[config.mk]
export PLATFORM = sky130hd
export DESIGN_NAME = cpu_register_file_flags
export DESIGN_NICKNAME = d
export VERILOG_FILES = /design/src/rf_pkg.sv /design/src/cpu_register_file_flags.sv
export SDC_FILE = /design/constraint.sdc
export NUM_CORES = 1
export LEC_CHECK = 0
export ABC_AREA = 1
export BUFFER_PORTS_ARGS = -buffer_cell sky130_fd_sc_hd__buf_2
export CORE_MARGIN = 4
export CORE_UTILIZATION = 30
export DETAILED_ROUTE_END_ITERATION = 7
export GPL_TIMING_DRIVEN = 0
export PLACE_DENSITY = 0.57
export SYNTH_ARGS = -nofsm -noshare
export SYNTH_HDL_FRONTEND = slang
export SYNTH_SLANG_ARGS = --single-unit
[constraint.sdc]
create_clock -name core_clk -period 8.95 [get_ports core_clk]
set_clock_uncertainty 0.1 [all_clocks]
set_input_delay 0.895 -clock core_clk [delete_from_list [all_inputs] [get_ports core_clk]]
set_output_delay 0.895 -clock core_clk [all_outputs]
set_load 0.1 [all_outputs]
[src/rf_pkg.sv]
/*
 * constants, field layouts and carrier types shared by the register file
 * and condition-flag block of the 8-bit core.
 * assumes a single core clock; all users import the whole package.
 */
package rf_pkg;

  // flag register bit positions; bits 5 and 3 carry no meaning
  localparam int FLAG_S = 7;
  localparam int FLAG_Z = 6;
  localparam int FLAG_H = 4;
  localparam int FLAG_PV = 2;
  localparam int FLAG_N = 1;
  localparam int FLAG_C = 0;

  // register map, byte addresses of aligned 32-bit words
  localparam logic [7:0] OFF_NEXT_PTR = 8'h00;
  localparam logic [7:0] OFF_STACK_PTR = 8'h04;
  localparam logic [7:0] OFF_IDX1 = 8'h08;
  localparam logic [7:0] OFF_IDX2 = 8'h0C;
  localparam logic [7:0] OFF_VEC_PAGE = 8'h10;
  localparam logic [7:0] OFF_REFRESH = 8'h14;
  localparam logic [7:0] OFF_AF = 8'h18;
  localparam logic [7:0] OFF_AF_SH = 8'h1C;
  localparam logic [7:0] OFF_BC = 8'h20;
  localparam logic [7:0] OFF_DE = 8'h24;
  localparam logic [7:0] OFF_HL = 8'h28;
  localparam logic [7:0] OFF_BC_SH = 8'h2C;
  localparam logic [7:0] OFF_DE_SH = 8'h30;
  localparam logic [7:0] OFF_HL_SH = 8'h34;
  localparam logic [7:0] OFF_MMU_BASE = 8'h38;
  localparam logic [7:0] OFF_MODE2_TGT = 8'h3C;

  // reset values
  localparam logic [15:0] RST_WORD = 16'h0000;
  localparam logic [7:0] RST_BYTE = 8'h00;
  localparam logic [7:0] RST_FLAGS = 8'h00;
  localparam logic [7:0] RST_MMU_BASE = 8'h00;

  // general register selects within a bank
  localparam logic [2:0] GP_B = 3'h0;
  localparam logic [2:0] GP_L = 3'h5;
  localparam logic [1:0] PAIR_BC = 2'h0;
  localparam logic [1:0] PAIR_HL = 2'h2;

  typedef enum logic [3:0] {
    OP_ADD, OP_ADC, OP_SUB, OP_SBC, OP_AND, OP_OR, OP_XOR,
    OP_INC, OP_DEC, OP_RLC, OP_SLA, OP_DECIMAL_ADJUST, OP_BIT
  } alu_op_t;

  typedef enum logic [1:0] {
    PTR_NEXT, PTR_STACK, PTR_IDX1, PTR_IDX2
  } ptr_sel_t;

  typedef struct packed {
    logic [7:0] b;
    logic [7:0] c;
    logic [7:0] d;
    logic [7:0] e;
    logic [7:0] h;
    logic [7:0] l;
  } gp_bank_t;

  typedef struct packed {
    logic fetch;
    logic swap_acc_flags_op;
    logic swap_general_bank_op;
    logic alu_en;
    alu_op_t alu_op;
    logic [7:0] alu_arg;
    logic [2:0] bit_sel;
    logic gp_wr;
    logic [2:0] gp_sel;
    logic [7:0] gp_data;
    logic pair_wr;
    logic [1:0] pair_sel;
    logic [15:0] pair_data;
    logic ptr_wr;
    ptr_sel_t ptr_sel;
    logic [15:0] ptr_data;
  } core_req_t;

  typedef struct packed {
    logic [15:0] next_instr_pointer;
    logic [15:0] stack_top_pointer;
    logic [15:0] first_index_base;
    logic [15:0] second_index_base;
    logic [7:0] vec_page;
    logic [7:0] refresh;
    logic [7:0] acc;
    logic [7:0] flags;
    logic [7:0] acc_sh;
    logic [7:0] flags_sh;
    gp_bank_t gp_pri;
    gp_bank_t gp_sh;
    logic [7:0] mmu_base;
    logic [15:0] logical_address;
    logic [19:0] phys_address;
    logic fetch_strobe;
    logic [15:0] mode2_target;
    logic waitreq;
    logic [31:0] rdata;
  } state_t;

endpackage : rf_pkg

[src/cpu_register_file_flags.sv]
/*
 * register file and condition flags of the 8-bit core, with an
 * avalon-mm slave (waitrequest) giving software access to every register except the fetch address and strobe registers.
 * assumes decoder/alu requests come from logic on core_clk.
 */
// Local design decisions: the register addresses and register access over Avalon-MM.
// Notes on behaviour
// - fetch uses instruction pointer, then advances it
// - stack pointer holds top of stack
// - two index base registers for indexed addressing
// - vector page gives upper byte, mode 2
// - refresh counts low seven bits, bit 7 kept
// - two accumulators, two flag registers, active used
// - swap exchanges primary and shadow accumulator/flags
// - two banks of six bytes, pairable
// - bank swap exchanges all six registers
// - carry from msb on add, sub, shifts
// - zero on zero arithmetic or logical result
// - zero also from bit test and shifts
// - logical address expanded to 20-bit physical
// - sign set when result negative
// - parity after logic, overflow after arithmetic
// - half carry from lower four bits
// - subtract flag steers decimal adjust
module cpu_register_file_flags (
  input wire logic core_clk,
  input wire logic resetn,
  input wire logic [7:0] address,
  input wire logic read,
  input wire logic write,
  input wire logic [31:0] writedata,
  output logic [31:0] readdata,
  output logic waitrequest,
  input wire rf_pkg::core_req_t core_req,
  input wire logic [7:0] irq_vector_lo,
  output logic [15:0] logical_address_out,
  output logic [19:0] phys_address_out,
  output logic fetch_strobe,
  output logic [15:0] mode2_target,
  output logic [7:0] acc_out,
  output logic [7:0] flags_out,
  output rf_pkg::gp_bank_t gp_bank_out
);
  import rf_pkg::*;

  logic [1:0] rst_sync_ff;
  logic rst_n;
  state_t st_ff;
  state_t nxt_st;
  logic bus_take;
  logic bus_wr;
  logic [16:0] alu_res;

  always_ff @(posedge core_clk or negedge resetn) begin
    if (!resetn) begin
      rst_sync_ff <= 2'b00;
    end else begin
      rst_sync_ff <= {rst_sync_ff[0], 1'b1};
    end
  end
  assign rst_n = rst_sync_ff[1];

  // {write_acc, result, flags}
  function automatic logic [16:0] alu_calc(input alu_op_t op,
      input logic [7:0] a, input logic [7:0] b, input logic [2:0] bsel,
      input logic [7:0] fin);
    logic [8:0] s;
    logic [4:0] hs;
    logic [7:0] r;
    logic [7:0] f;
    logic [7:0] corr;
    logic wr;
    logic cin;
    r = a;
    f = fin;
    wr = 1'b1;
    s = 9'h000;
    hs = 5'h00;
    corr = 8'h00;
    cin = fin[FLAG_C] & (op == OP_ADC || op == OP_SBC);
    case (op)
      OP_ADD, OP_ADC: begin
        s = {1'b0, a} + {1'b0, b} + {8'h00, cin};
        hs = {1'b0, a[3:0]} + {1'b0, b[3:0]} + {4'h0, cin};
        r = s[7:0];
        f[FLAG_C] = s[8];
        f[FLAG_H] = hs[4];
        f[FLAG_PV] = (a[7] == b[7]) && (r[7] != a[7]);
        f[FLAG_N] = 1'b0;
      end
      OP_SUB, OP_SBC: begin
        s = {1'b0, a} - {1'b0, b} - {8'h00, cin};
        hs = {1'b0, a[3:0]} - {1'b0, b[3:0]} - {4'h0, cin};
        r = s[7:0];
        f[FLAG_C] = s[8];
        f[FLAG_H] = hs[4];
        f[FLAG_PV] = (a[7] != b[7]) && (r[7] != a[7]);
        f[FLAG_N] = 1'b1;
      end
      OP_AND, OP_OR, OP_XOR: begin
        r = (op == OP_AND) ? (a & b) : (op == OP_OR) ? (a | b) : (a ^ b);
        f[FLAG_C] = 1'b0;
        f[FLAG_H] = (op == OP_AND);
        f[FLAG_PV] = ~^r;
        f[FLAG_N] = 1'b0;
      end
      OP_INC: begin
        r = a + 8'h01;
        f[FLAG_H] = (a[3:0] == 4'hF);
        f[FLAG_PV] = (a == 8'h7F);
        f[FLAG_N] = 1'b0;
      end
      OP_DEC: begin
        r = a - 8'h01;
        f[FLAG_H] = (a[3:0] == 4'h0);
        f[FLAG_PV] = (a == 8'h80);
        f[FLAG_N] = 1'b1;
      end
      OP_RLC, OP_SLA: begin
        r = {a[6:0], (op == OP_RLC) ? a[7] : 1'b0};
        f[FLAG_C] = a[7];
        f[FLAG_H] = 1'b0;
        f[FLAG_PV] = ~^r;
        f[FLAG_N] = 1'b0;
      end
      OP_DECIMAL_ADJUST: begin
        if (fin[FLAG_H] || a[3:0] > 4'h9) begin
          corr[3:0] = 4'h6;
        end
        if (fin[FLAG_C] || a > 8'h99) begin
          corr[7:4] = 4'h6;
        end
        // direction of correction follows the previous operation
        r = fin[FLAG_N] ? (a - corr) : (a + corr);
        f[FLAG_H] = fin[FLAG_N] ? (fin[FLAG_H] && a[3:0] < 4'h6)
                                : (a[3:0] > 4'h9);
        f[FLAG_C] = fin[FLAG_C] | (a > 8'h99);
        f[FLAG_PV] = ~^r;
      end
      OP_BIT: begin
        wr = 1'b0;
        f[FLAG_Z] = ~b[bsel];
        f[FLAG_PV] = ~b[bsel];
        f[FLAG_S] = 1'b0;
        f[FLAG_H] = 1'b1;
        f[FLAG_N] = 1'b0;
      end
      default: begin
        wr = 1'b0;
      end
    endcase
    if (op != OP_BIT) begin
      f[FLAG_S] = r[7];
      f[FLAG_Z] = (r == 8'h00);
    end
    return {wr, r, f};
  endfunction : alu_calc

  assign bus_take = (read || write) && st_ff.waitreq;
  assign bus_wr = write && !st_ff.waitreq;
  assign alu_res = alu_calc(core_req.alu_op, st_ff.acc, core_req.alu_arg,
                            core_req.bit_sel, st_ff.flags);

  always_comb begin
    nxt_st = st_ff;
    nxt_st.fetch_strobe = 1'b0;
    if (core_req.fetch) begin
      nxt_st.logical_address = st_ff.next_instr_pointer;
      nxt_st.next_instr_pointer = st_ff.next_instr_pointer + 16'h0001;
      nxt_st.fetch_strobe = 1'b1;
      nxt_st.refresh = {st_ff.refresh[7],
                        st_ff.refresh[6:0] + 7'h01};
      nxt_st.phys_address = {4'h0, st_ff.next_instr_pointer}
                          + {st_ff.mmu_base, 12'h000};
    end
    if (core_req.ptr_wr) begin
      unique case (core_req.ptr_sel)
        PTR_NEXT: nxt_st.next_instr_pointer = core_req.ptr_data;
        PTR_STACK: nxt_st.stack_top_pointer = core_req.ptr_data;
        PTR_IDX1: nxt_st.first_index_base = core_req.ptr_data;
        PTR_IDX2: nxt_st.second_index_base = core_req.ptr_data;
      endcase
    end
    nxt_st.mode2_target = {st_ff.vec_page, irq_vector_lo};
    if (core_req.swap_acc_flags_op) begin
      nxt_st.acc = st_ff.acc_sh;
      nxt_st.flags = st_ff.flags_sh;
      nxt_st.acc_sh = st_ff.acc;
      nxt_st.flags_sh = st_ff.flags;
    end else if (core_req.alu_en) begin
      nxt_st.flags = alu_res[7:0];
      if (alu_res[16]) begin
        nxt_st.acc = alu_res[15:8];
      end
    end
    if (core_req.swap_general_bank_op) begin
      nxt_st.gp_pri = st_ff.gp_sh;
      nxt_st.gp_sh = st_ff.gp_pri;
    end else if (core_req.pair_wr && core_req.pair_sel <= PAIR_HL) begin
      nxt_st.gp_pri[16 * (2 - int'(core_req.pair_sel)) +: 16] =
        core_req.pair_data;
    end else if (core_req.gp_wr && core_req.gp_sel <= GP_L) begin
      nxt_st.gp_pri[8 * (5 - int'(core_req.gp_sel)) +: 8] =
        core_req.gp_data;
    end
    // bus slave: waitrequest drops for one cycle per taken request
    nxt_st.waitreq = !bus_take;
    if (bus_take && read) begin
      case (address)
        OFF_NEXT_PTR: nxt_st.rdata = {16'h0000, st_ff.next_instr_pointer};
        OFF_STACK_PTR: nxt_st.rdata = {16'h0000, st_ff.stack_top_pointer};
        OFF_IDX1: nxt_st.rdata = {16'h0000, st_ff.first_index_base};
        OFF_IDX2: nxt_st.rdata = {16'h0000, st_ff.second_index_base};
        OFF_VEC_PAGE: nxt_st.rdata = {24'h00_0000, st_ff.vec_page};
        OFF_REFRESH: nxt_st.rdata = {24'h00_0000, st_ff.refresh};
        OFF_AF: nxt_st.rdata = {16'h0000, st_ff.acc, st_ff.flags};
        OFF_AF_SH: nxt_st.rdata = {16'h0000, st_ff.acc_sh, st_ff.flags_sh};
        OFF_BC: nxt_st.rdata = {16'h0000, st_ff.gp_pri.b, st_ff.gp_pri.c};
        OFF_DE: nxt_st.rdata = {16'h0000, st_ff.gp_pri.d, st_ff.gp_pri.e};
        OFF_HL: nxt_st.rdata = {16'h0000, st_ff.gp_pri.h, st_ff.gp_pri.l};
        OFF_BC_SH: nxt_st.rdata = {16'h0000, st_ff.gp_sh.b, st_ff.gp_sh.c};
        OFF_DE_SH: nxt_st.rdata = {16'h0000, st_ff.gp_sh.d, st_ff.gp_sh.e};
        OFF_HL_SH: nxt_st.rdata = {16'h0000, st_ff.gp_sh.h, st_ff.gp_sh.l};
        OFF_MMU_BASE: nxt_st.rdata = {24'h00_0000, st_ff.mmu_base};
        OFF_MODE2_TGT: nxt_st.rdata = {16'h0000, st_ff.mode2_target};
        default: nxt_st.rdata = 32'h0000_0000;
      endcase
    end
    // software write lands last and wins over core updates
    if (bus_wr) begin
      case (address)
        OFF_NEXT_PTR: nxt_st.next_instr_pointer = writedata[15:0];
        OFF_STACK_PTR: nxt_st.stack_top_pointer = writedata[15:0];
        OFF_IDX1: nxt_st.first_index_base = writedata[15:0];
        OFF_IDX2: nxt_st.second_index_base = writedata[15:0];
        OFF_VEC_PAGE: nxt_st.vec_page = writedata[7:0];
        OFF_REFRESH: nxt_st.refresh = writedata[7:0];
        OFF_AF: {nxt_st.acc, nxt_st.flags} = writedata[15:0];
        OFF_AF_SH: {nxt_st.acc_sh, nxt_st.flags_sh} = writedata[15:0];
        OFF_BC: {nxt_st.gp_pri.b, nxt_st.gp_pri.c} = writedata[15:0];
        OFF_DE: {nxt_st.gp_pri.d, nxt_st.gp_pri.e} = writedata[15:0];
        OFF_HL: {nxt_st.gp_pri.h, nxt_st.gp_pri.l} = writedata[15:0];
        OFF_BC_SH: {nxt_st.gp_sh.b, nxt_st.gp_sh.c} = writedata[15:0];
        OFF_DE_SH: {nxt_st.gp_sh.d, nxt_st.gp_sh.e} = writedata[15:0];
        OFF_HL_SH: {nxt_st.gp_sh.h, nxt_st.gp_sh.l} = writedata[15:0];
        OFF_MMU_BASE: nxt_st.mmu_base = writedata[7:0];
        default: nxt_st.rdata = st_ff.rdata;
      endcase
    end
  end

  always_ff @(posedge core_clk or negedge rst_n) begin
    if (!rst_n) begin
      st_ff <= '{next_instr_pointer: RST_WORD, stack_top_pointer: RST_WORD,
                 first_index_base: RST_WORD, second_index_base: RST_WORD,
                 vec_page: RST_BYTE, refresh: RST_BYTE, acc: RST_BYTE,
                 flags: RST_FLAGS, acc_sh: RST_BYTE, flags_sh: RST_FLAGS,
                 gp_pri: '0, gp_sh: '0, mmu_base: RST_MMU_BASE,
                 logical_address: RST_WORD, phys_address: 20'h0_0000,
                 fetch_strobe: 1'b0, mode2_target: RST_WORD,
                 waitreq: 1'b1, rdata: 32'h0000_0000};
    end else begin
      st_ff <= nxt_st;
    end
  end

  assign readdata = st_ff.rdata;
  assign waitrequest = st_ff.waitreq;
  assign logical_address_out = st_ff.logical_address;
  assign phys_address_out = st_ff.phys_address;
  assign fetch_strobe = st_ff.fetch_strobe;
  assign mode2_target = st_ff.mode2_target;
  assign acc_out = st_ff.acc;
  assign flags_out = st_ff.flags;
  assign gp_bank_out = st_ff.gp_pri;

  // helpers for the checks below
  logic af_quiet;
  logic gp_quiet;
  assign af_quiet = !(bus_wr && (address == OFF_AF || address == OFF_AF_SH))
                  && !core_req.swap_acc_flags_op;
  assign gp_quiet = !(bus_wr && address >= OFF_BC && address <= OFF_HL_SH);

  property p_fetch_addr;
    @(posedge core_clk) disable iff (!rst_n)
    core_req.fetch |=> fetch_strobe &&
      logical_address_out == $past(st_ff.next_instr_pointer);
  endproperty
  a_fetch_addr: assert property (p_fetch_addr)
    else $error("fetch did not use the instruction pointer");

  property p_ptr_advance;
    @(posedge core_clk) disable iff (!rst_n)
    core_req.fetch && !core_req.ptr_wr &&
      !(bus_wr && address == OFF_NEXT_PTR) |=>
      st_ff.next_instr_pointer == 16'($past(st_ff.next_instr_pointer) + 1);
  endproperty
  a_ptr_advance: assert property (p_ptr_advance)
    else $error("instruction pointer did not advance");

  property p_stack_hold;
    @(posedge core_clk) disable iff (!rst_n)
    !core_req.ptr_wr && !(bus_wr && address == OFF_STACK_PTR) |=>
      $stable(st_ff.stack_top_pointer);
  endproperty
  a_stack_hold: assert property (p_stack_hold)
    else $error("stack pointer changed without a load");

  property p_idx_load;
    @(posedge core_clk) disable iff (!rst_n)
    core_req.ptr_wr && core_req.ptr_sel == PTR_IDX2 && !bus_wr |=>
      st_ff.second_index_base == $past(core_req.ptr_data);
  endproperty
  a_idx_load: assert property (p_idx_load)
    else $error("index base load lost");

  property p_mode2;
    @(posedge core_clk) disable iff (!rst_n)
    !(bus_wr && address == OFF_VEC_PAGE) ##1 1'b1 |=>
      mode2_target[15:8] == $past(st_ff.vec_page, 2);
  endproperty
  a_mode2: assert property (p_mode2)
    else $error("vector target upper byte wrong");

  property p_refresh;
    @(posedge core_clk) disable iff (!rst_n)
    core_req.fetch && !(bus_wr && address == OFF_REFRESH) |=>
      st_ff.refresh[7] == $past(st_ff.refresh[7]) &&
      st_ff.refresh[6:0] == 7'($past(st_ff.refresh[6:0]) + 1);
  endproperty
  a_refresh: assert property (p_refresh)
    else $error("refresh counter step wrong");

  property p_acc_add;
    @(posedge core_clk) disable iff (!rst_n)
    core_req.alu_en && core_req.alu_op == OP_ADD && af_quiet |=>
      acc_out == 8'($past(st_ff.acc) + $past(core_req.alu_arg)) &&
      flags_out[FLAG_C] == ({1'b0, $past(st_ff.acc)} +
        {1'b0, $past(core_req.alu_arg)} > 9'h0FF) &&
      flags_out[FLAG_S] == acc_out[7] && !flags_out[FLAG_N];
  endproperty
  a_acc_add: assert property (p_acc_add)
    else $error("add result or carry wrong");

  property p_swap_af;
    @(posedge core_clk) disable iff (!rst_n)
    core_req.swap_acc_flags_op && !bus_wr |=>
      acc_out == $past(st_ff.acc_sh) && st_ff.acc_sh == $past(st_ff.acc)
      && flags_out == $past(st_ff.flags_sh);
  endproperty
  a_swap_af: assert property (p_swap_af)
    else $error("accumulator swap wrong");

  property p_swap_gp;
    @(posedge core_clk) disable iff (!rst_n)
    core_req.swap_general_bank_op && gp_quiet |=>
      st_ff.gp_pri == $past(st_ff.gp_sh) && st_ff.gp_sh == $past(st_ff.gp_pri);
  endproperty
  a_swap_gp: assert property (p_swap_gp)
    else $error("bank swap wrong");

  property p_pair_hl;
    @(posedge core_clk) disable iff (!rst_n)
    core_req.pair_wr && core_req.pair_sel == PAIR_HL &&
      !core_req.swap_general_bank_op && gp_quiet |=>
      {gp_bank_out.h, gp_bank_out.l} == $past(core_req.pair_data);
  endproperty
  a_pair_hl: assert property (p_pair_hl)
    else $error("pair write wrong");

  property p_zero;
    @(posedge core_clk) disable iff (!rst_n)
    core_req.alu_en && core_req.alu_op != OP_BIT && af_quiet |=>
      flags_out[FLAG_Z] == (acc_out == 8'h00);
  endproperty
  a_zero: assert property (p_zero)
    else $error("zero flag wrong");

  property p_bit_zero;
    @(posedge core_clk) disable iff (!rst_n)
    core_req.alu_en && core_req.alu_op == OP_BIT && af_quiet |=>
      flags_out[FLAG_Z] == !$past(core_req.alu_arg[core_req.bit_sel]) &&
      $stable(acc_out);
  endproperty
  a_bit_zero: assert property (p_bit_zero)
    else $error("bit test zero wrong");

  property p_phys;
    @(posedge core_clk) disable iff (!rst_n)
    core_req.fetch |=> phys_address_out ==
      20'({4'h0, $past(st_ff.next_instr_pointer)} +
          {$past(st_ff.mmu_base), 12'h000});
  endproperty
  a_phys: assert property (p_phys)
    else $error("physical address wrong");

  property p_overflow_inc;
    @(posedge core_clk) disable iff (!rst_n)
    core_req.alu_en && core_req.alu_op == OP_INC && af_quiet |=>
      flags_out[FLAG_PV] == ($past(st_ff.acc) == 8'h7F) &&
      flags_out[FLAG_H] == ($past(st_ff.acc[3:0]) == 4'hF);
  endproperty
  a_overflow_inc: assert property (p_overflow_inc)
    else $error("increment overflow or half carry wrong");

  property p_sub_flag;
    @(posedge core_clk) disable iff (!rst_n)
    core_req.alu_en && core_req.alu_op == OP_SUB && af_quiet |=>
      flags_out[FLAG_N] && flags_out[FLAG_C] ==
        ($past(st_ff.acc) < $past(core_req.alu_arg));
  endproperty
  a_sub_flag: assert property (p_sub_flag)
    else $error("subtract flag or borrow wrong");

  property p_bus_answer;
    @(posedge core_clk) disable iff (!rst_n)
    (read || write) && waitrequest |=> !waitrequest ##1 waitrequest;
  endproperty
  a_bus_answer: assert property (p_bus_answer)
    else $error("bus answer timing wrong");

  c_fetch: cover property (@(posedge core_clk) disable iff (!rst_n)
    core_req.fetch ##1 core_req.fetch);
  c_swap_af: cover property (@(posedge core_clk) disable iff (!rst_n)
    core_req.swap_acc_flags_op ##1 core_req.swap_acc_flags_op);
  c_swap_gp: cover property (@(posedge core_clk) disable iff (!rst_n)
    core_req.swap_general_bank_op);
  c_adjust: cover property (@(posedge core_clk) disable iff (!rst_n)
    core_req.alu_en && core_req.alu_op == OP_DECIMAL_ADJUST);

endmodule : cpu_register_file_flags

### Yosys cells after proc, flatten, opt, wreduce, memory -nomap -nowiden

Index checks and enable logic that the tools add are counted.

| storage, ports and cells | value |
|---|---|
| logic and storage cells | 193 |
| RAM bits | 0 |
| memories | 0 |
| memory bits (read-only) | 0 |
| latch bits | 0 |
| register bits after elaboration | 304 |
| output and inout bits | 150 |

| operators by class | value |
|---|---|
| muxes and demuxes | 57 |
| bitwise gates (word level) | 6 |
| eq/ne operators | 39 |
| order comparisons | 6 |
| reduce and logical (&&, ||, !) cells | 32 |
| div/mod/pow operators | 0 |
| $mul | 0 |
| shift operators | 4 |
| add/subtract/negate cells | 19 |

Operators with widths:

| cell | count |
|---|---|
| $mux W16 | 20 |
| $pmux W16 S16 | 1 |
| $mux W216 | 1 |
| $mux W48 | 4 |
| $bwmux W48 | 2 |
| $mux W32 | 3 |
| $neg A7 Y33 | 2 |
| $eq A8 B6 Y1 const B | 8 |
| $mux W64 | 1 |
| $mux W8 | 7 |
| $pmux W8 S7 | 1 |
| $shift A16 B33 Y48 const A | 1 |
| $shift A8 B33 Y48 const A | 1 |
| $shiftx A16 B33 Y48 | 1 |
| $shiftx A8 B33 Y48 | 1 |
| $eq A8 B5 Y1 const B | 4 |
| $eq A4 B4 Y1 const B | 6 |
| $reduce_xnor A8 Y1 | 3 |
| $add A16 B20 Y20 | 1 |
| $add A16 B1 Y16 const B | 1 |
| $eq A4 B3 Y1 const B | 4 |
| $eq A8 B4 Y1 const B | 2 |
| $logic_not A8 Y1 | 2 |
| $pmux W1 S8 | 2 |
| 57 further kinds | 84 |

### Longest topological paths before layout

Gate-level depths: netlist (run 1).

| depth | value |
|---|---|
| depth in word-level cells | 13 |
| gate-level depth with buffers | 24 |
| depth with buffers taken out | 24 |

### Least setup slack after synthesis (run 1)

Ideal clock, no wire load.

| path | value |
|---|---|
| path kind | input to register |
| start point | input port core_req[63] (netlist name) |
| end point | register st_ff (netlist bit flags_out[6]) |
| data required time | 8773 ps |
| path buffers | 1 |
| slack | 5290 ps |
| setup time | 77 ps |
| cell stages on the path | 19 |
| data arrival time | 3483 ps |
| cell sequence | buf_4 nor2_1 inv_1 nor3_1 inv_1 fa_1 fa_1 or2_2 nand3_1 nand3_1 nor2_1 nand3_1 nor2_1 nand2_1 nor2_1 nand3_1 nand2_1 nand2_1 a21oi_1 |

RTL lines:

| item | RTL line | RTL |
|---|---|---|
| start, declared | cpu_register_file_flags.sv:34 | `input wire rf_pkg::core_req_t core_req,` |
| end signal, assigned | cpu_register_file_flags.sv:254 | `st_ff <= '{next_instr_pointer: RST_WORD, stack_top_pointer: RST_WORD,` |
| end signal, assigned | cpu_register_file_flags.sv:263 | `st_ff <= nxt_st;` |
| end, declared | cpu_register_file_flags.sv:48 | `state_t st_ff;` |

==> flow_summary.json, run 1 <==
{
  "status": "finished clean",
  "overflow": 0,
  "cts_resized": 0,
  "yosysWarningCount": 0,
  "startpoint_type": "register",
  "crit_required_ns": 9.33,
  "slowest_stage": "dfrtp_1",
  "max_stage_delay_ns": 0.88,
  "io_pins": 271,
  "worstSetupEndpointType": "register",
  "max-slew-margin-rel_pct": 13.7,
  "hp-class": "register to register",
  "cp.arrival_ns": 5.05,
  "cpMostUsedCell": "nand2_1",
  "p_leak_nw": 12.1,
  "period_needed_ns": 4.67,
  "cp-endpoint": "flags_out[6]",
  "drtIter0Drc": 2749,
  "r2r-start": "acc_out[1]",
  "dp_cells": 4090,
  "htreeDepth": 2,
  "clock_tree.buffer_depth": 3,
  "max_cap_viol_count": 0,
  "multi_input_area_mm2": 0.0105,
  "critPathLaunch": "acc_out[1]",
  "synth_top_area_share_pct": 33.7,
  "drive_above_1_share_pct": 15.6,
  "path_cells": "inv_1 > nand2_1 > inv_1 > o31ai_1 > a21oi_1 > ha_1 > nand2_1 > nand2_1 > ha_1 > nand2_1 > inv_1 > a21oi_1 > nand2_1 > nand2_1 > nand2_1 > nand2_1 > nand2_1 > nor2_1 > nand2_1 > nor2_1 > nand3_1 > nand2_1 > nand2_1 > a21oi_1",
  "ys_top_cells_by_area": "dfrtp_1 (34%), nand2_1 (15%), o21ai_0 (11%)",
  "fmax_ghz": 0.214,
  "reg2regPathDepth": 24,
  "cts_root_buffer": "clkbuf_16",
  "path_clk_slew_ns": 0.06,
  "critPathMaxFanout": 14,
  "start_util_pct": 30.3,
  "dp_hpwl_um": 75300,
  "fin_nets": 3448,
  "ff_latch_area_mm2": 0.00691,
  "hold_slack_ns": 0.252,
  "synth_edf_count": 0,
  "final_cells": 4153,
  "rsz0062_at_grt": "no",
  "critPathBufInv": 3,
  "numPortBuffers": 236,
  "dr_total_vias": 22200,
  "crit_family": "simple AND/OR/NAND/NOR gates",
  "grt_max_degree": 66,
  "die_x_um": 269,
  "power.density_cell_area_mw_per_mm2": 223,
  "r2r_slack_ns": 4.28,
  "clkLatencyLatePin_ns": 0.56,
  "die_h_um": 269,
  "synth-seq-cells": 276,
  "dieArea_mm2": 0.0722,
  "placed_cell_area_mm2": 0.0228,
  "grt_pass1_vias": 20500,
  "finalHoldViolCount": 0,
  "syn-cell-area_mm2": 0.0204,
  "dr.pass1.iters": 6,
  "routed_wl_um": 96700,
  "syn_to_final_growth_pct": 17.7,
  "cts_buffers": 35,
  "drcViolationCount": 0,
  "path_class": "register to register",
  "synth_top_cell_by_area": "dfrtp_1",
  "setup_viol": 0,
  "power_w": 0.00535,
  "avgViaCountPerCell": 5.34,
  "synthDistinctLibCells": 52,
  "synthArstFlopShare_pct": 100,
  "syn_inst": 2962,
  "syn_area_per_cell_um2": 6.89,
  "core-area_mm2": 0.0673,
  "num_rows": 95,
  "postRouteAntennaNets": 0,
  "final_area_mm2": 0.0240,
  "track_usage_pct": 25.9,
  "synth_common_cells": "nand2_1 (837), o21ai_0 (440), inv_1 (333), dfrtp_1 (275), buf_4 (151)",
  "post_drt_wl_per_cell_um": 23.3,
  "drv_slew": 0,
  "yosysMostFrequentCell": "nand2_1",
  "cts_sinks": 276,
  "antenna_found_initial": 3,
  "ys.flop_type": "dfrtp_1",
  "grt_pass1_wl_um": 139000,
  "ir_drop_mv": 0.118,
  "period_share_pct": 52.2,
  "r2r-end": "flags_out[6]",
  "critical_path_depth": 24,
  "cts_tree": "built",
  "ys_seq_area_share_pct": 33.9,
  "worstMarginPinSlew_ns": 1.29,
  "fillCellCount": 7374,
  "place.gp.congestion": 1.05
}
layout make-up:
type	count	share of cell area [%]
inverters	351	5.49
repair buffers	241	5.42
clock inverters	14	0.625
plain buffers	294	7.19
multi-input cells	2056	43.8
well taps	873	4.55
diodes	1	0.0104
flip-flops and latches	276	28.8
clock buffers	47	4.17
worst reg2reg max path: cells and delay by family (launching register included):
kind / cells / cell delay [ns]
buffers and inverters: 3 / 0.58
DFF: 1 / 0.88
and+or+nand+nor: 15 / 1.58
AOI/OAI and AO/OA: 4 / 0.78
adders and majority gates: 2 / 0.68
metrics by stage:
step | worst slack, ns | utilization [%] | TNS (ns)
5_1_grt | 3.94 | 35.7 | 0
3_5_place_dp | 4.41 | 34.0 | 0
4_1_cts | 4.39 | 35.7 | 0
6_report | 4.28 | 35.7 | 0
3_3_place_gp | -3.26 | 33.8 | -878.37
2_1_floorplan | 0.590 | - | 0
metal layers:
layer | track usage [%] | wire length (um) | part of all wire (%)
met3 | 4.85 | 9340 | 9.7
met2 | 40.5 | 42700 | 44
met4 | 10.2 | 4650 | 4.8
met1 | 35.5 | 39900 | 41
met5 | 0 | 22 | 0.023
cells in the final DEF (no fill, tap or decap), types with 6 or more instances in the layout:
master,count
a31oi_1,21
a21oi_1,95
nor2_1,130
buf_2,250
nor2_2,7
clkinv_1,8
inv_2,10
nor3_1,22
nand2_1,837
o22ai_1,84
ha_1,65
conb_1,17
clkbuf_1,128
nand4_1,30
clkinv_2,6
fa_1,7
buf_4,151
o21ai_0,440
inv_1,333
xor2_1,22
clkbuf_16,36
dfrtp_1,274
clkbuf_8,6
a221oi_1,32
nand3_1,100
o211ai_1,38
o221ai_1,30
nand3b_1,11
state kept, by name (all words and copies together), names as in the netlist:
name / count
fetch_strobe: 1
rst_sync_ff: 2
waitrequest: 1
nxt_st: 8
logical_address_out: 16
readdata: 16
st_ff: 144
mode2_target: 16
phys_address_out: 8
flags_out: 8
gp_bank_out: 48
acc_out: 8
how the worst min path moves through the flow:
stage / from / end / cells past startpoint
6_report: rst_sync_ff[0] / rst_sync_ff[1] / 0
5_1_grt: rst_sync_ff[0] / rst_sync_ff[1] / 0
4_1_cts: rst_sync_ff[0] / rst_sync_ff[1] / 0
3_5_place_dp: rst_sync_ff[0] / rst_sync_ff[1] / 0
3_3_place_gp: rst_sync_ff[0] / rst_sync_ff[1] / 0
2_1_floorplan: rst_sync_ff[0] / rst_sync_ff[1] / 0
where the power goes:
part,switching (W),leakage (nW),total (W),internal [W]
combinational,0.00162,8.12,0.00220,0.000586
sequential,0.000246,3.42,0.00168,0.00144
clock,0.000611,0.567,0.00146,0.000850
total,0.00247,12.1,0.00535,0.00287
what timing repair did:
action                    in CTS  in global routing
hold buffers                   1                  0
buffers inserted               0                  0
hold endpoints to repair       2                  0
logic make-up (layout without fill, tap and decap cells):
family                   after synthesis  after routing  synth area share [%]
XOR/XNOR                              27             27                  1.16
other                                  2             18                0.0368
buffers and inverters                645            947                  14.9
multiplexers                           4              4                 0.221
adder cells (fa/ha/maj)               72             72                  4.67
AND/OR/NAND/NOR                     1168           1168                  23.6
AO/OA/AOI/OAI                        768            768                  21.5
flip-flops                           276            276                  33.9
No activity file was read; power rests on OpenSTA's default activity.
==> run 2, diff against run 1 <==
==> constraint.sdc (replaced) <==
create_clock -name core_clk -period 3.9 [get_ports core_clk]
set_clock_uncertainty 0.1 [all_clocks]
set_input_delay 0.39 -clock core_clk [delete_from_list [all_inputs] [get_ports core_clk]]
set_output_delay 0.39 -clock core_clk [all_outputs]
set_load 0.1 [all_outputs]
==> run 2 against run 1 <==
  * Core utilization increased by 0.30 points
  * Critical endpoint unchanged
  * Fmax grew 29%
  * Largest power group unchanged
  * Non-clock buffer count increased by 19
==> flow_summary.json, run 2 (synthesis results as in run 1) <==
{
  "numPortBuffers": 236,
  "dp_cells": 4090,
  "start_util_pct": 30.3,
  "final_cell_mix": "nand2_1 (836), o21ai_0 (440), inv_1 (331)",
  "routed_wl_um": 97700,
  "die_h_um": 269,
  "fmax_ghz": 0.277,
  "grt_pass1_vias": 20700,
  "ir_drop_mv": 0.251,
  "dr.pass1.iters": 6,
  "postRouteAntennaNets": 0,
  "period_share_pct": 92.7,
  "status": "finished clean",
  "power_w": 0.0123,
  "power.density_cell_area_mw_per_mm2": 510,
  "io_pins": 271,
  "avgViaCountPerCell": 5.37,
  "worstSetupEndpointType": "register",
  "hp-class": "primary input to register",
  "syn_to_final_growth_pct": 18.7,
  "cts_tree": "built",
  "drive_above_1_share_pct": 15.9,
  "dp_hpwl_um": 76100,
  "post_drt_wl_per_cell_um": 23.4,
  "crit_required_ns": 4.29,
  "setup_viol": 0,
  "overflow": 0,
  "cts_sinks": 276,
  "startpoint_type": "register",
  "place.gp.congestion": 1.02,
  "core-area_mm2": 0.0673,
  "max-slew-margin-rel_pct": 13.2,
  "clkLatencyLatePin_ns": 0.56,
  "grt_max_degree": 64,
  "htreeDepth": 2,
  "largest_register": "st_ff",
  "critPathMaxFanout": 4,
  "largest_reg_flops": 144,
  "cp.arrival_ns": 4.00,
  "antenna_found_initial": 6,
  "path_clk_slew_ns": 0.06,
  "dr_total_vias": 22400,
  "final_common_cell": "nand2_1",
  "drcViolationCount": 0,
  "clock_tree.buffer_depth": 3,
  "drtIter0Drc": 2816,
  "p_leak_nw": 12.2,
  "period_needed_ns": 3.62,
  "totalNegativeSetupSlack_ns": 0,
  "track_usage_pct": 26.0,
  "path_class": "register to register",
  "fillCellCount": 7385,
  "fin_nets": 3467,
  "final_cells": 4174,
  "max_cap_viol_count": 0,
  "drv_slew": 0,
  "num_rows": 95,
  "die_x_um": 269,
  "dieArea_mm2": 0.0722,
  "grt_pass1_wl_um": 140000,
  "cts_root_buffer": "clkbuf_16",
  "worstMarginPinSlew_ns": 1.30,
  "rsz0062_at_grt": "no",
  "cts_buffers": 35,
  "finalHoldViolCount": 0
}
[run 2: layer usage]
layer / GRT usage, % / up-vias / share of wire [%]
met5: 0 / - / 0.037
met4: 11.2 / 6 / 5.0
met3: 4.73 / 232 / 9.5
met2: 40.8 / 1270 / 45
met1: 35.4 / 10600 / 41
li1: - / 10300 / -
[run 2: stage by stage]
step	area (um^2)	setup WS [ns]	hold slack, ns	util (%)
after floorplan	20500	0.537	-0.00559	-
after detailed placement	22800	-0.673	0.0789	34.0
final	24200	0.284	0.0332	36.0
after CTS	24200	0.0513	0.0130	35.9
after global routing	24200	0.0182	0.0377	36.0
after global placement	22700	-0.632	0.0759	33.8
[run 2: cell type report]
| type | count | area [um^2] | area share, % |
|---|---|---|---|
| sequential | 276 | 6920 | 28.6 |
| clock inverter | 12 | 160 | 0.662 |
| antenna | 2 | 5.00 | 0.0207 |
| clock buffer | 50 | 982 | 4.06 |
| inverter | 351 | 1330 | 5.48 |
| buffer | 294 | 1730 | 7.13 |
| multi-input combinational | 2056 | 10500 | 43.5 |
| tap | 873 | 1090 | 4.51 |
| timing repair buffer | 260 | 1470 | 6.09 |
[run 2: path summary, 6_finish.rpt]
check                                from             end  cells past startpoint  slack, ns
max in group asynchronous  rst_sync_ff[1]     waitrequest                      2       2.12
hold reg to reg            rst_sync_ff[0]  rst_sync_ff[1]                      0       0.27
setup / recovery             flags_out[0]    flags_out[6]                     17       0.28
min in group asynchronous          resetn  rst_sync_ff[1]                      2       0.05
hold / removal               writedata[8]  gp_bank_out[8]                      3       0.03
setup reg to reg             flags_out[0]    flags_out[6]                     17       0.28
[run 2: worst max-delay path, stage by stage (launching register included)]
cell,delay [ns]
dfrtp_1,0.49
inv_1,0.20
nor3_1,0.41
inv_1,0.10
fa_1,0.42
fa_1,0.44
or2_2,0.32
nand3_1,0.16
nand3_1,0.10
nor2_1,0.09
nand3_1,0.12
nor2_1,0.10
nand2_1,0.06
nor2_1,0.10
nand3_1,0.07
nand2_1,0.09
nand2_1,0.06
a21oi_1,0.12
[run 2: report_power, final]
part	switching, W	internal [W]	leakage (nW)
registers	0.000538	0.00330	3.42
clock network	0.00140	0.00197	0.556
logic	0.00377	0.00138	8.20
[run 2: timing repair]
item,in CTS,in global routing
pin swaps,0,0
endpoints found under the hold margin,13,0
resized for setup,8,6
hold buffers,13,0
setup buffers,3,4
endpoints found under the setup margin,6,5
